### config.mk
export PLATFORM = sky130hd
export DESIGN_NAME = effc_clock
export DESIGN_NICKNAME = d
export VERILOG_FILES = /design/src/core/effc_pkg.sv /design/src/core/effc_clock.sv
export VERILOG_INCLUDE_DIRS = /design/src /design/src/core
export SDC_FILE = /design/constraint.sdc
export NUM_CORES = 1
export LEC_CHECK = 0
export ABC_AREA = 1
export BUFFER_PORTS_ARGS = -buffer_cell sky130_fd_sc_hd__buf_2
export CAP_MARGIN = 15
export CORE_MARGIN = 2
export CORE_UTILIZATION = 45
export CTS_BUF_LIST = sky130_fd_sc_hd__clkbuf_2 sky130_fd_sc_hd__clkbuf_4 sky130_fd_sc_hd__clkbuf_8
export DETAILED_ROUTE_END_ITERATION = 10
export GPL_TIMING_DRIVEN = 0
export PLACE_DENSITY = 0.72
export RECOVER_POWER = 25
export SLEW_MARGIN = 15
export SYNTH_ARGS = -nofsm -noshare
export SYNTH_HDL_FRONTEND = slang
export SYNTH_SLANG_ARGS = --single-unit
### constraint.sdc
create_clock -name aclk -period 3.6 [get_ports aclk]
set_clock_uncertainty 0.15 [all_clocks]
set_input_delay 0 -clock aclk [delete_from_list [all_inputs] [get_ports aclk]]
set_output_delay 0 -clock aclk [all_outputs]
set_load 0.05 [all_outputs]
### src/core/effc_map.svh
`ifndef EFFC_MAP_SVH
`define EFFC_MAP_SVH

`define EFFC_ADDR_W        8
`define EFFC_CTRL_OFS      8'h00
`define EFFC_STATUS_OFS    8'h04

`define EFFC_CSRC_LSB      0
`define EFFC_RSEL_BIT      2
`define EFFC_REFDIV_LSB    3
`define EFFC_BUSDIV_LSB    6
`define EFFC_EROE_BIT      8
`define EFFC_ERSE_BIT      9
`define EFFC_CTRL_W        10

`define EFFC_CTRL_RST      10'h004

`define EFFC_ST_FFV_BIT    0
`define EFFC_ST_MODE_LSB   1
`define EFFC_ST_SLOW_BIT   3
`define EFFC_ST_FAST_BIT   4
`define EFFC_ST_EROUT_BIT  5
`define EFFC_ST_STOP_BIT   6

`define EFFC_RESP_OKAY     2'h0
`define EFFC_RESP_SLVERR   2'h2

`define EFFC_ACLK_HZ       50000000
`define EFFC_EXT_MIN_HZ    31250
`define EFFC_EXT_MAX_HZ    5000000
`define EFFC_EXT_LONG_CYC  (`EFFC_ACLK_HZ / `EFFC_EXT_MIN_HZ)
`define EFFC_EXT_SHORT_CYC \
  ((`EFFC_ACLK_HZ + `EFFC_EXT_MAX_HZ - 1) / `EFFC_EXT_MAX_HZ)
`define EFFC_PER_W         11
`define EFFC_FFV_MARGIN    3'h2

`endif

### src/core/effc_pkg.sv
`default_nettype none
package effc_pkg;

  typedef enum logic [1:0] {
    EFFC_MODE_ENG_INT,
    EFFC_MODE_ENG_EXT,
    EFFC_MODE_BYP_INT,
    EFFC_MODE_BYP_EXT
  } effc_mode_t;

  typedef struct packed {
    logic       ext_ref_stop_enable;
    logic       ext_ref_out_enable;
    logic [1:0] bus_divide;
    logic [2:0] ref_divider;
    logic       ref_select;
    logic [1:0] clock_source_select;
  } effc_ctrl_t;

  typedef struct packed {
    logic ext_ref_clock_out;
    logic fixed_freq_clock;
    logic fixed_freq_valid;
    logic main_clock_out;
  } effc_clk_out_t;

  typedef struct packed {
    effc_ctrl_t    ctrl;
    effc_mode_t    mode;
    logic          awready;
    logic          wready;
    logic          aw_got;
    logic          w_got;
    logic [7:0]    aw_addr;
    logic [31:0]   wdata;
    logic [3:0]    wstrb;
    logic          bvalid;
    logic [1:0]    bresp;
    logic          arready;
    logic          rvalid;
    logic [31:0]   rdata;
    logic [1:0]    rresp;
    logic          ref_q;
    logic          ext_q;
    logic [6:0]    ref_cnt;
    logic [10:0]   ext_per;
    logic          ext_slow;
    logic          ext_fast;
    effc_clk_out_t clk;
  } effc_state_t;

endpackage
`default_nettype wire

### src/core/effc_clock.sv
`include "effc_map.svh"
`default_nettype none

module effc_clock
  import effc_pkg::*;
(
  input  wire logic                   aclk,
  input  wire logic                   aresetn,
  input  wire logic [`EFFC_ADDR_W-1:0] s_axi_awaddr,
  input  wire logic [2:0]             s_axi_awprot,
  input  wire logic                   s_axi_awvalid,
  output logic                        s_axi_awready,
  input  wire logic [31:0]            s_axi_wdata,
  input  wire logic [3:0]             s_axi_wstrb,
  input  wire logic                   s_axi_wvalid,
  output logic                        s_axi_wready,
  output logic [1:0]                  s_axi_bresp,
  output logic                        s_axi_bvalid,
  input  wire logic                   s_axi_bready,
  input  wire logic [`EFFC_ADDR_W-1:0] s_axi_araddr,
  input  wire logic [2:0]             s_axi_arprot,
  input  wire logic                   s_axi_arvalid,
  output logic                        s_axi_arready,
  output logic [31:0]                 s_axi_rdata,
  output logic [1:0]                  s_axi_rresp,
  output logic                        s_axi_rvalid,
  input  wire logic                   s_axi_rready,
  input  wire logic                   int_ref_in,
  input  wire logic                   ext_ref_in,
  input  wire logic                   fll_clk_in,
  input  wire logic                   stop_req,
  output logic                        ext_ref_clock_out,
  output logic                        fixed_freq_clock,
  output logic                        fixed_freq_valid,
  output logic                        main_clock_out
);

  localparam logic [10:0] LONG_CYC  = 11'(`EFFC_EXT_LONG_CYC);
  localparam logic [10:0] SHORT_CYC = 11'(`EFFC_EXT_SHORT_CYC);

  effc_state_t s_r;
  effc_state_t s_nxt;

  // Reserved source code 11 leaves the previous mode in force.
  function automatic effc_mode_t mode_of(input effc_ctrl_t c,
                                         input effc_mode_t prev);
    effc_mode_t m;
    m = prev;
    if (c.clock_source_select == 2'h0)
    begin
      m = c.ref_select ? EFFC_MODE_ENG_INT : EFFC_MODE_ENG_EXT;
    end
    else if (c.clock_source_select == 2'h1)
    begin
      m = EFFC_MODE_BYP_INT;
    end
    else if (c.clock_source_select == 2'h2)
    begin
      m = EFFC_MODE_BYP_EXT;
    end
    return m;
  endfunction

  // Bypass thresholds are 010, 011, 100, 101 for bus divide 0 to 3.
  function automatic logic ffv_of(input effc_mode_t m,
                                  input effc_ctrl_t c);
    logic [2:0] need;
    logic       v;
    need = 3'({1'b0, c.bus_divide}) + `EFFC_FFV_MARGIN;
    if ((m == EFFC_MODE_ENG_INT) || (m == EFFC_MODE_ENG_EXT))
    begin
      v = 1'b1;
    end
    else
    begin
      v = (c.ref_divider >= need);
    end
    return v;
  endfunction

  function automatic logic [31:0] merge(input logic [31:0] old,
                                        input logic [31:0] d,
                                        input logic [3:0]  be);
    logic [31:0] r;
    r = old;
    for (int i = 0; i < 4; i++)
    begin
      if (be[i])
      begin
        r[i*8 +: 8] = d[i*8 +: 8];
      end
    end
    return r;
  endfunction

  function automatic logic [31:0] status_word(input effc_state_t s,
                                              input logic        stp);
    logic [31:0] w;
    w = 32'h0000_0000;
    w[`EFFC_ST_FFV_BIT]                    = s.clk.fixed_freq_valid;
    w[`EFFC_ST_MODE_LSB +: 2]              = s.mode;
    w[`EFFC_ST_SLOW_BIT]                   = s.ext_slow;
    w[`EFFC_ST_FAST_BIT]                   = s.ext_fast;
    w[`EFFC_ST_EROUT_BIT]                  = s.clk.ext_ref_clock_out;
    w[`EFFC_ST_STOP_BIT]                   = stp;
    return w;
  endfunction

  always_comb
  begin
    logic        ref_lvl;
    logic        ref_rise;
    logic        ext_rise;
    logic        uses_ext;
    logic [31:0] wr_word;
    effc_ctrl_t  ctrl_new;
    s_nxt    = s_r;
    ref_lvl  = 1'b0;
    ref_rise = 1'b0;
    ext_rise = 1'b0;
    uses_ext = 1'b0;
    wr_word  = 32'h0000_0000;
    ctrl_new = s_r.ctrl;

    // Write channel: address and data may arrive in either order.
    if (s_axi_awvalid && s_r.awready)
    begin
      s_nxt.aw_got  = 1'b1;
      s_nxt.aw_addr = s_axi_awaddr;
    end
    if (s_axi_wvalid && s_r.wready)
    begin
      s_nxt.w_got = 1'b1;
      s_nxt.wdata = s_axi_wdata;
      s_nxt.wstrb = s_axi_wstrb;
    end
    if (s_r.bvalid && s_axi_bready)
    begin
      s_nxt.bvalid = 1'b0;
    end
    if (s_nxt.aw_got && s_nxt.w_got && !s_nxt.bvalid)
    begin
      s_nxt.aw_got = 1'b0;
      s_nxt.w_got  = 1'b0;
      s_nxt.bvalid = 1'b1;
      s_nxt.bresp  = `EFFC_RESP_OKAY;
      if (s_nxt.aw_addr[7:2] == `EFFC_CTRL_OFS >> 2)
      begin
        wr_word  = merge(32'(s_r.ctrl), s_nxt.wdata, s_nxt.wstrb);
        ctrl_new = effc_ctrl_t'(wr_word[`EFFC_CTRL_W-1:0]);
        s_nxt.ctrl = ctrl_new;
      end
      else if (s_nxt.aw_addr[7:2] == `EFFC_STATUS_OFS >> 2)
      begin
        s_nxt.bresp = `EFFC_RESP_OKAY;
      end
      else
      begin
        s_nxt.bresp = `EFFC_RESP_SLVERR;
      end
    end
    s_nxt.awready = !s_nxt.aw_got && !s_nxt.bvalid;
    s_nxt.wready  = !s_nxt.w_got && !s_nxt.bvalid;

    // Read channel: one read under way, answered the cycle after.
    if (s_r.rvalid && s_axi_rready)
    begin
      s_nxt.rvalid = 1'b0;
    end
    if (s_axi_arvalid && s_r.arready)
    begin
      s_nxt.rvalid = 1'b1;
      s_nxt.rresp  = `EFFC_RESP_OKAY;
      if (s_axi_araddr[7:2] == `EFFC_CTRL_OFS >> 2)
      begin
        s_nxt.rdata = 32'(s_r.ctrl);
      end
      else if (s_axi_araddr[7:2] == `EFFC_STATUS_OFS >> 2)
      begin
        s_nxt.rdata = status_word(s_r, stop_req);
      end
      else
      begin
        s_nxt.rdata = 32'h0000_0000;
        s_nxt.rresp = `EFFC_RESP_SLVERR;
      end
    end
    s_nxt.arready = !s_nxt.rvalid;

    s_nxt.mode = mode_of(s_r.ctrl, s_r.mode);

    // FLL reference: internal select leaves the external path unused.
    ref_lvl     = s_r.ctrl.ref_select ? int_ref_in : ext_ref_in;
    ref_rise    = ref_lvl && !s_r.ref_q;
    s_nxt.ref_q = ref_lvl;
    if (ref_rise)
    begin
      s_nxt.ref_cnt = s_r.ref_cnt + 7'h01;
    end

    // Range watch on the external reference only while the FLL uses it.
    uses_ext    = !s_r.ctrl.ref_select;
    ext_rise    = ext_ref_in && !s_r.ext_q;
    s_nxt.ext_q = ext_ref_in;
    if (ext_rise)
    begin
      s_nxt.ext_per  = 11'h000;
      s_nxt.ext_fast = uses_ext && (s_r.ext_per + 11'h001 < SHORT_CYC);
      s_nxt.ext_slow = 1'b0;
    end
    else if (s_r.ext_per < LONG_CYC)
    begin
      s_nxt.ext_per = s_r.ext_per + 11'h001;
    end
    else
    begin
      s_nxt.ext_slow = uses_ext;
    end
    if (!uses_ext)
    begin
      s_nxt.ext_fast = 1'b0;
      s_nxt.ext_slow = 1'b0;
    end

    // Secondary output runs in stop only with both enables set.
    s_nxt.clk.ext_ref_clock_out = ext_ref_in
      && s_r.ctrl.ext_ref_out_enable
      && (!stop_req || s_r.ctrl.ext_ref_stop_enable);

    // Divide by two to the power of the divider; zero passes through.
    if (stop_req)
    begin
      s_nxt.clk.fixed_freq_clock = 1'b0;
    end
    else if (s_r.ctrl.ref_divider == 3'h0)
    begin
      s_nxt.clk.fixed_freq_clock = ref_lvl;
    end
    else
    begin
      s_nxt.clk.fixed_freq_clock =
        s_r.ref_cnt[s_r.ctrl.ref_divider - 3'h1];
    end

    // Flag follows the stored control fields and the mode they select now, not last cycle's mode.
    s_nxt.clk.fixed_freq_valid =
      ffv_of(mode_of(s_r.ctrl, s_r.mode), s_r.ctrl);

    // All clocks but the enabled secondary output halt in stop.
    if (stop_req)
    begin
      s_nxt.clk.main_clock_out = 1'b0;
    end
    else
    begin
      case (s_nxt.mode)
        EFFC_MODE_ENG_INT: s_nxt.clk.main_clock_out = fll_clk_in;
        EFFC_MODE_ENG_EXT: s_nxt.clk.main_clock_out = fll_clk_in;
        EFFC_MODE_BYP_INT: s_nxt.clk.main_clock_out = int_ref_in;
        EFFC_MODE_BYP_EXT: s_nxt.clk.main_clock_out = ext_ref_in;
        default:           s_nxt.clk.main_clock_out = fll_clk_in;
      endcase
    end
  end

  always_ff @(posedge aclk)
  begin
    if (!aresetn)
    begin
      s_r                      <= '0;
      s_r.ctrl                 <= effc_ctrl_t'(`EFFC_CTRL_RST);
      s_r.mode                 <= EFFC_MODE_ENG_INT;
      s_r.awready              <= 1'b1;
      s_r.wready               <= 1'b1;
      s_r.arready              <= 1'b1;
      s_r.clk.fixed_freq_valid <= 1'b1;
    end
    else
    begin
      s_r <= s_nxt;
    end
  end

  assign s_axi_awready     = s_r.awready;
  assign s_axi_wready      = s_r.wready;
  assign s_axi_bvalid      = s_r.bvalid;
  assign s_axi_bresp       = s_r.bresp;
  assign s_axi_arready     = s_r.arready;
  assign s_axi_rvalid      = s_r.rvalid;
  assign s_axi_rdata       = s_r.rdata;
  assign s_axi_rresp       = s_r.rresp;
  assign ext_ref_clock_out = s_r.clk.ext_ref_clock_out;
  assign fixed_freq_clock  = s_r.clk.fixed_freq_clock;
  assign fixed_freq_valid  = s_r.clk.fixed_freq_valid;
  assign main_clock_out    = s_r.clk.main_clock_out;

endmodule // effc_clock

`default_nettype wire

==> results.sh <==
export IMPL_status="completed"
export IMPL_syn_area_per_cell_um2=7.32
export IMPL_sequentialPowerShare_pct=43.3
export IMPL_crit_buf_inv=6
export IMPL_area_delta_synth_final_pct=29.4
export IMPL_ioPinCount=114
export IMPL_combPwrFrac_pct=25.8
export IMPL_wl_per_cell_um=11.2
export IMPL_final_setup_tns_ps=0
export IMPL_track_usage_pct=20.0
export IMPL_die_w_um=94.6
export IMPL_drt_drc_violations_left=0
export IMPL_clockRootBuffer="clkbuf_8"
export IMPL_hold_end="s_axi_rdata[5]$_SDFFE_PN0P_"
export IMPL_path_class="input port to register"
export IMPL_setup_viol=0
export IMPL_r2r_start="s_axi_awready$_SDFF_PN1_"
export IMPL_path_delay_family="buffers and inverters"
export IMPL_h_tree_depth=3
export IMPL_drive_gt1_share_pct=18.4
export IMPL_final_util_pct=59.0
export IMPL_dr_pass1_iters=4
export IMPL_largest_reg_flops=54
export IMPL_num_antenna_cells=0
export IMPL_gr_total_overflow=0
export IMPL_worstPathRequired_ps=3740
export IMPL_rsz0062_at_grt="false"
export IMPL_cts_sinks=75
export IMPL_cts_hold_buf=43
export IMPL_cellPowerDensity_nw_per_um2=443
export IMPL_hold_viol=0
export IMPL_start_kind="input port"
export IMPL_grt_first_pass_wirelength_mm=14.1
export IMPL_final_common_cell="nand2_1"
export IMPL_wl_mm=8.34
export IMPL_grt_max_degree=13
export IMPL_ff2ff_path_depth=6
export IMPL_p_leak_nw=2.21
export IMPL_finalWeightedCongestion=0.857
export IMPL_slowest_delay_ps=580
export IMPL_fin_nets=711
export IMPL_worstPathArrival_ps=2380
export IMPL_initialDrtViolationCount=110
export IMPL_die_h_um=94.6
export IMPL_place_port_buffers=54
export IMPL_slew_headroom_pct=59.8
export IMPL_synth_seq_area_share_pct=40.7
export IMPL_crit_slowest_cell="dlygate4sd3_1"
export IMPL_core_um2=8090
export IMPL_final_max_slew_viol_count=0
export IMPL_hold_start="s_axi_araddr[2]"
export IMPL_synth_top_area_cell="dfxtp_1"
export IMPL_fin_crit_sh_pct=62.3
export IMPL_grt_pass1_vias=3277
export IMPL_r2r_end="s_r[107]$_SDFF_PN0_"
export IMPL_place_area_um2=4180
export IMPL_netlist_area_um2=3690
export IMPL_async_reset_ff_share_pct=0
export IMPL_crit_chain="dlygate4sd3_1 -> clkbuf_1 -> inv_1 -> clkbuf_1 -> nor2_1 -> o211ai_1 -> dlygate4sd3_1 -> inv_1"
export IMPL_maxCapViolCount=0
export IMPL_yosys_warnings=0
export IMPL_cts_tree="yes"
export IMPL_ys_ff_latch=75
export IMPL_hpwl_mm=6.02
export IMPL_peakVddDrop_uv=271
export IMPL_die_area_um2=8940
export IMPL_regMostFlops="s_r"
export IMPL_cp_max_fo=10
export IMPL_clock_fmax_mhz=446
export IMPL_critPathCaptureType="register"
export IMPL_ant_nets=0
export IMPL_clockBufferDepth=2
export IMPL_insertion_delay_ps=340
export IMPL_synth_edff_count=0
export IMPL_netlist_instances=504
export IMPL_numCtsBuffers=9
export IMPL_synth_top_area_share_pct=40.7
export IMPL_post_cts_buffers=0
export IMPL_worstMarginPinSlew_ps=606
export IMPL_rrSetupSlack_ps=1450
export IMPL_swShare_pct=32.4
export IMPL_period_needed_ps=2240
export IMPL_power_switching_mw=0.686
export IMPL_vias_per_cell=4.68
export IMPL_initial_utilization_pct=45.6
export IMPL_p_clk_share_pct=30.8
export IMPL_postCtsResizedCells=0
export IMPL_ys_types=40
export IMPL_clk_pin_slew_ps=80
export IMPL_vias=3486
export IMPL_final_cell_mix="nand2_1 (90), nor2_1 (81), dfxtp_1 (75), inv_1 (47), dlygate4sd3_1 (43)"
export IMPL_hp_class="input port to register"
export IMPL_worstHoldPathCells=5
export IMPL_synth_flop_cell="dfxtp_1"
export IMPL_num_rows=33
export IMPL_antenna_found_initial=0
export IMPL_p_int_mw=1.43
export IMPL_synth_area_leaders="dfxtp_1 (41%), nand2_1 (9.1%), nor2_1 (8.2%)"
export IMPL_stdcell_area_um2=4780
metrics by stage:
stage	total power [mW]	std cells	setup slack, ps	hold slack (ps)
2_1_floorplan	1.33	527	1760	-37.9
3_3_place_gp	1.41	686	1930	98.4
3_5_place_dp	1.43	686	1900	112
4_1_cts	2.13	745	1480	72.5
5_1_grt	2.23	745	1220	200
6_report	2.12	745	1360	173
worst register-to-register path, delay by kind of cell, from the launching register on:
family | cells | cell delay (ps)
compound gates | 1 | 150
flops | 1 | 370
buf+inv | 3 | 1230
simple gates | 2 | 200
logic make-up (layout without fill, tap and decap cells):
group,after synthesis,after routing,share of synthesized area (%)
AO/OA/AOI/OAI,75,75,12.1
XOR/XNOR,1,1,0.237
adder cells (fa/ha/maj),7,7,2.37
buffers and inverters,110,223,15.3
flip-flops,75,75,40.7
multiplexers,9,9,2.44
other,1,24,0.102
AND/OR/NAND/NOR,226,226,26.8
power by group through the flow:
stage	sequential (mW)	combinational, mW	clock (mW)
final	0.918	0.547	0.653
after global routing	0.924	0.599	0.703
after CTS	0.918	0.550	0.664
after detailed placement	0.937	0.488	0
after global placement	0.936	0.479	0
after floorplan	0.974	0.357	0
synthesized netlist by cell type (all sizes together), types with 2 or more instances:
library cell / number
nand2: 94
nor2: 86
dfxtp: 75
inv: 60
buf: 40
o21ai: 31
a21oi: 28
nand3: 27
nand4: 10
mux2i: 9
ha: 7
clkbuf: 6
o221ai: 6
clkinv: 4
a211oi: 3
o211ai: 3
nand3b: 2
nor3: 2
o21bai: 2
or2: 2
routing by layer:
layer,wire length (µm),GRT usage (%),vias up
met4,96,7.97,0
met1,3680,24.1,1565
met5,0,0,-
met3,418,2.63,8
li1,-,-,1828
met2,4140,35.8,85
area by class of cell:
type,count,area (µm²)
fill,769,3320
multi-input combinational,342,1710
sequential,75,1500
timing repair buffer,97,674
buffer,46,320
inverter,64,241
clock buffer,11,145
tap,105,131
clock inverter,5,52.6
worst max-delay path by stage:
stage                                   from                     endpoint  slack [ps]  cells after the start
global route                         aresetn    main_clock_out$_SDFF_PP0_        1220                      8
detailed placement     s_r[118]$_SDFFE_PN0P_  fixed_freq_clock$_SDFF_PP0_        1900                      8
floorplan            s_axi_wready$_SDFF_PN1_        s_r[115]$_SDFFE_PN0P_        1760                      7
global placement       s_r[118]$_SDFFE_PN0P_  fixed_freq_clock$_SDFF_PP0_        1930                      8
finish                               aresetn    main_clock_out$_SDFF_PP0_        1360                      8
CTS                 s_axi_awready$_SDFF_PN1_        s_r[124]$_SDFFE_PN0P_        1480                     13
(Power assumes the default switching activity.)
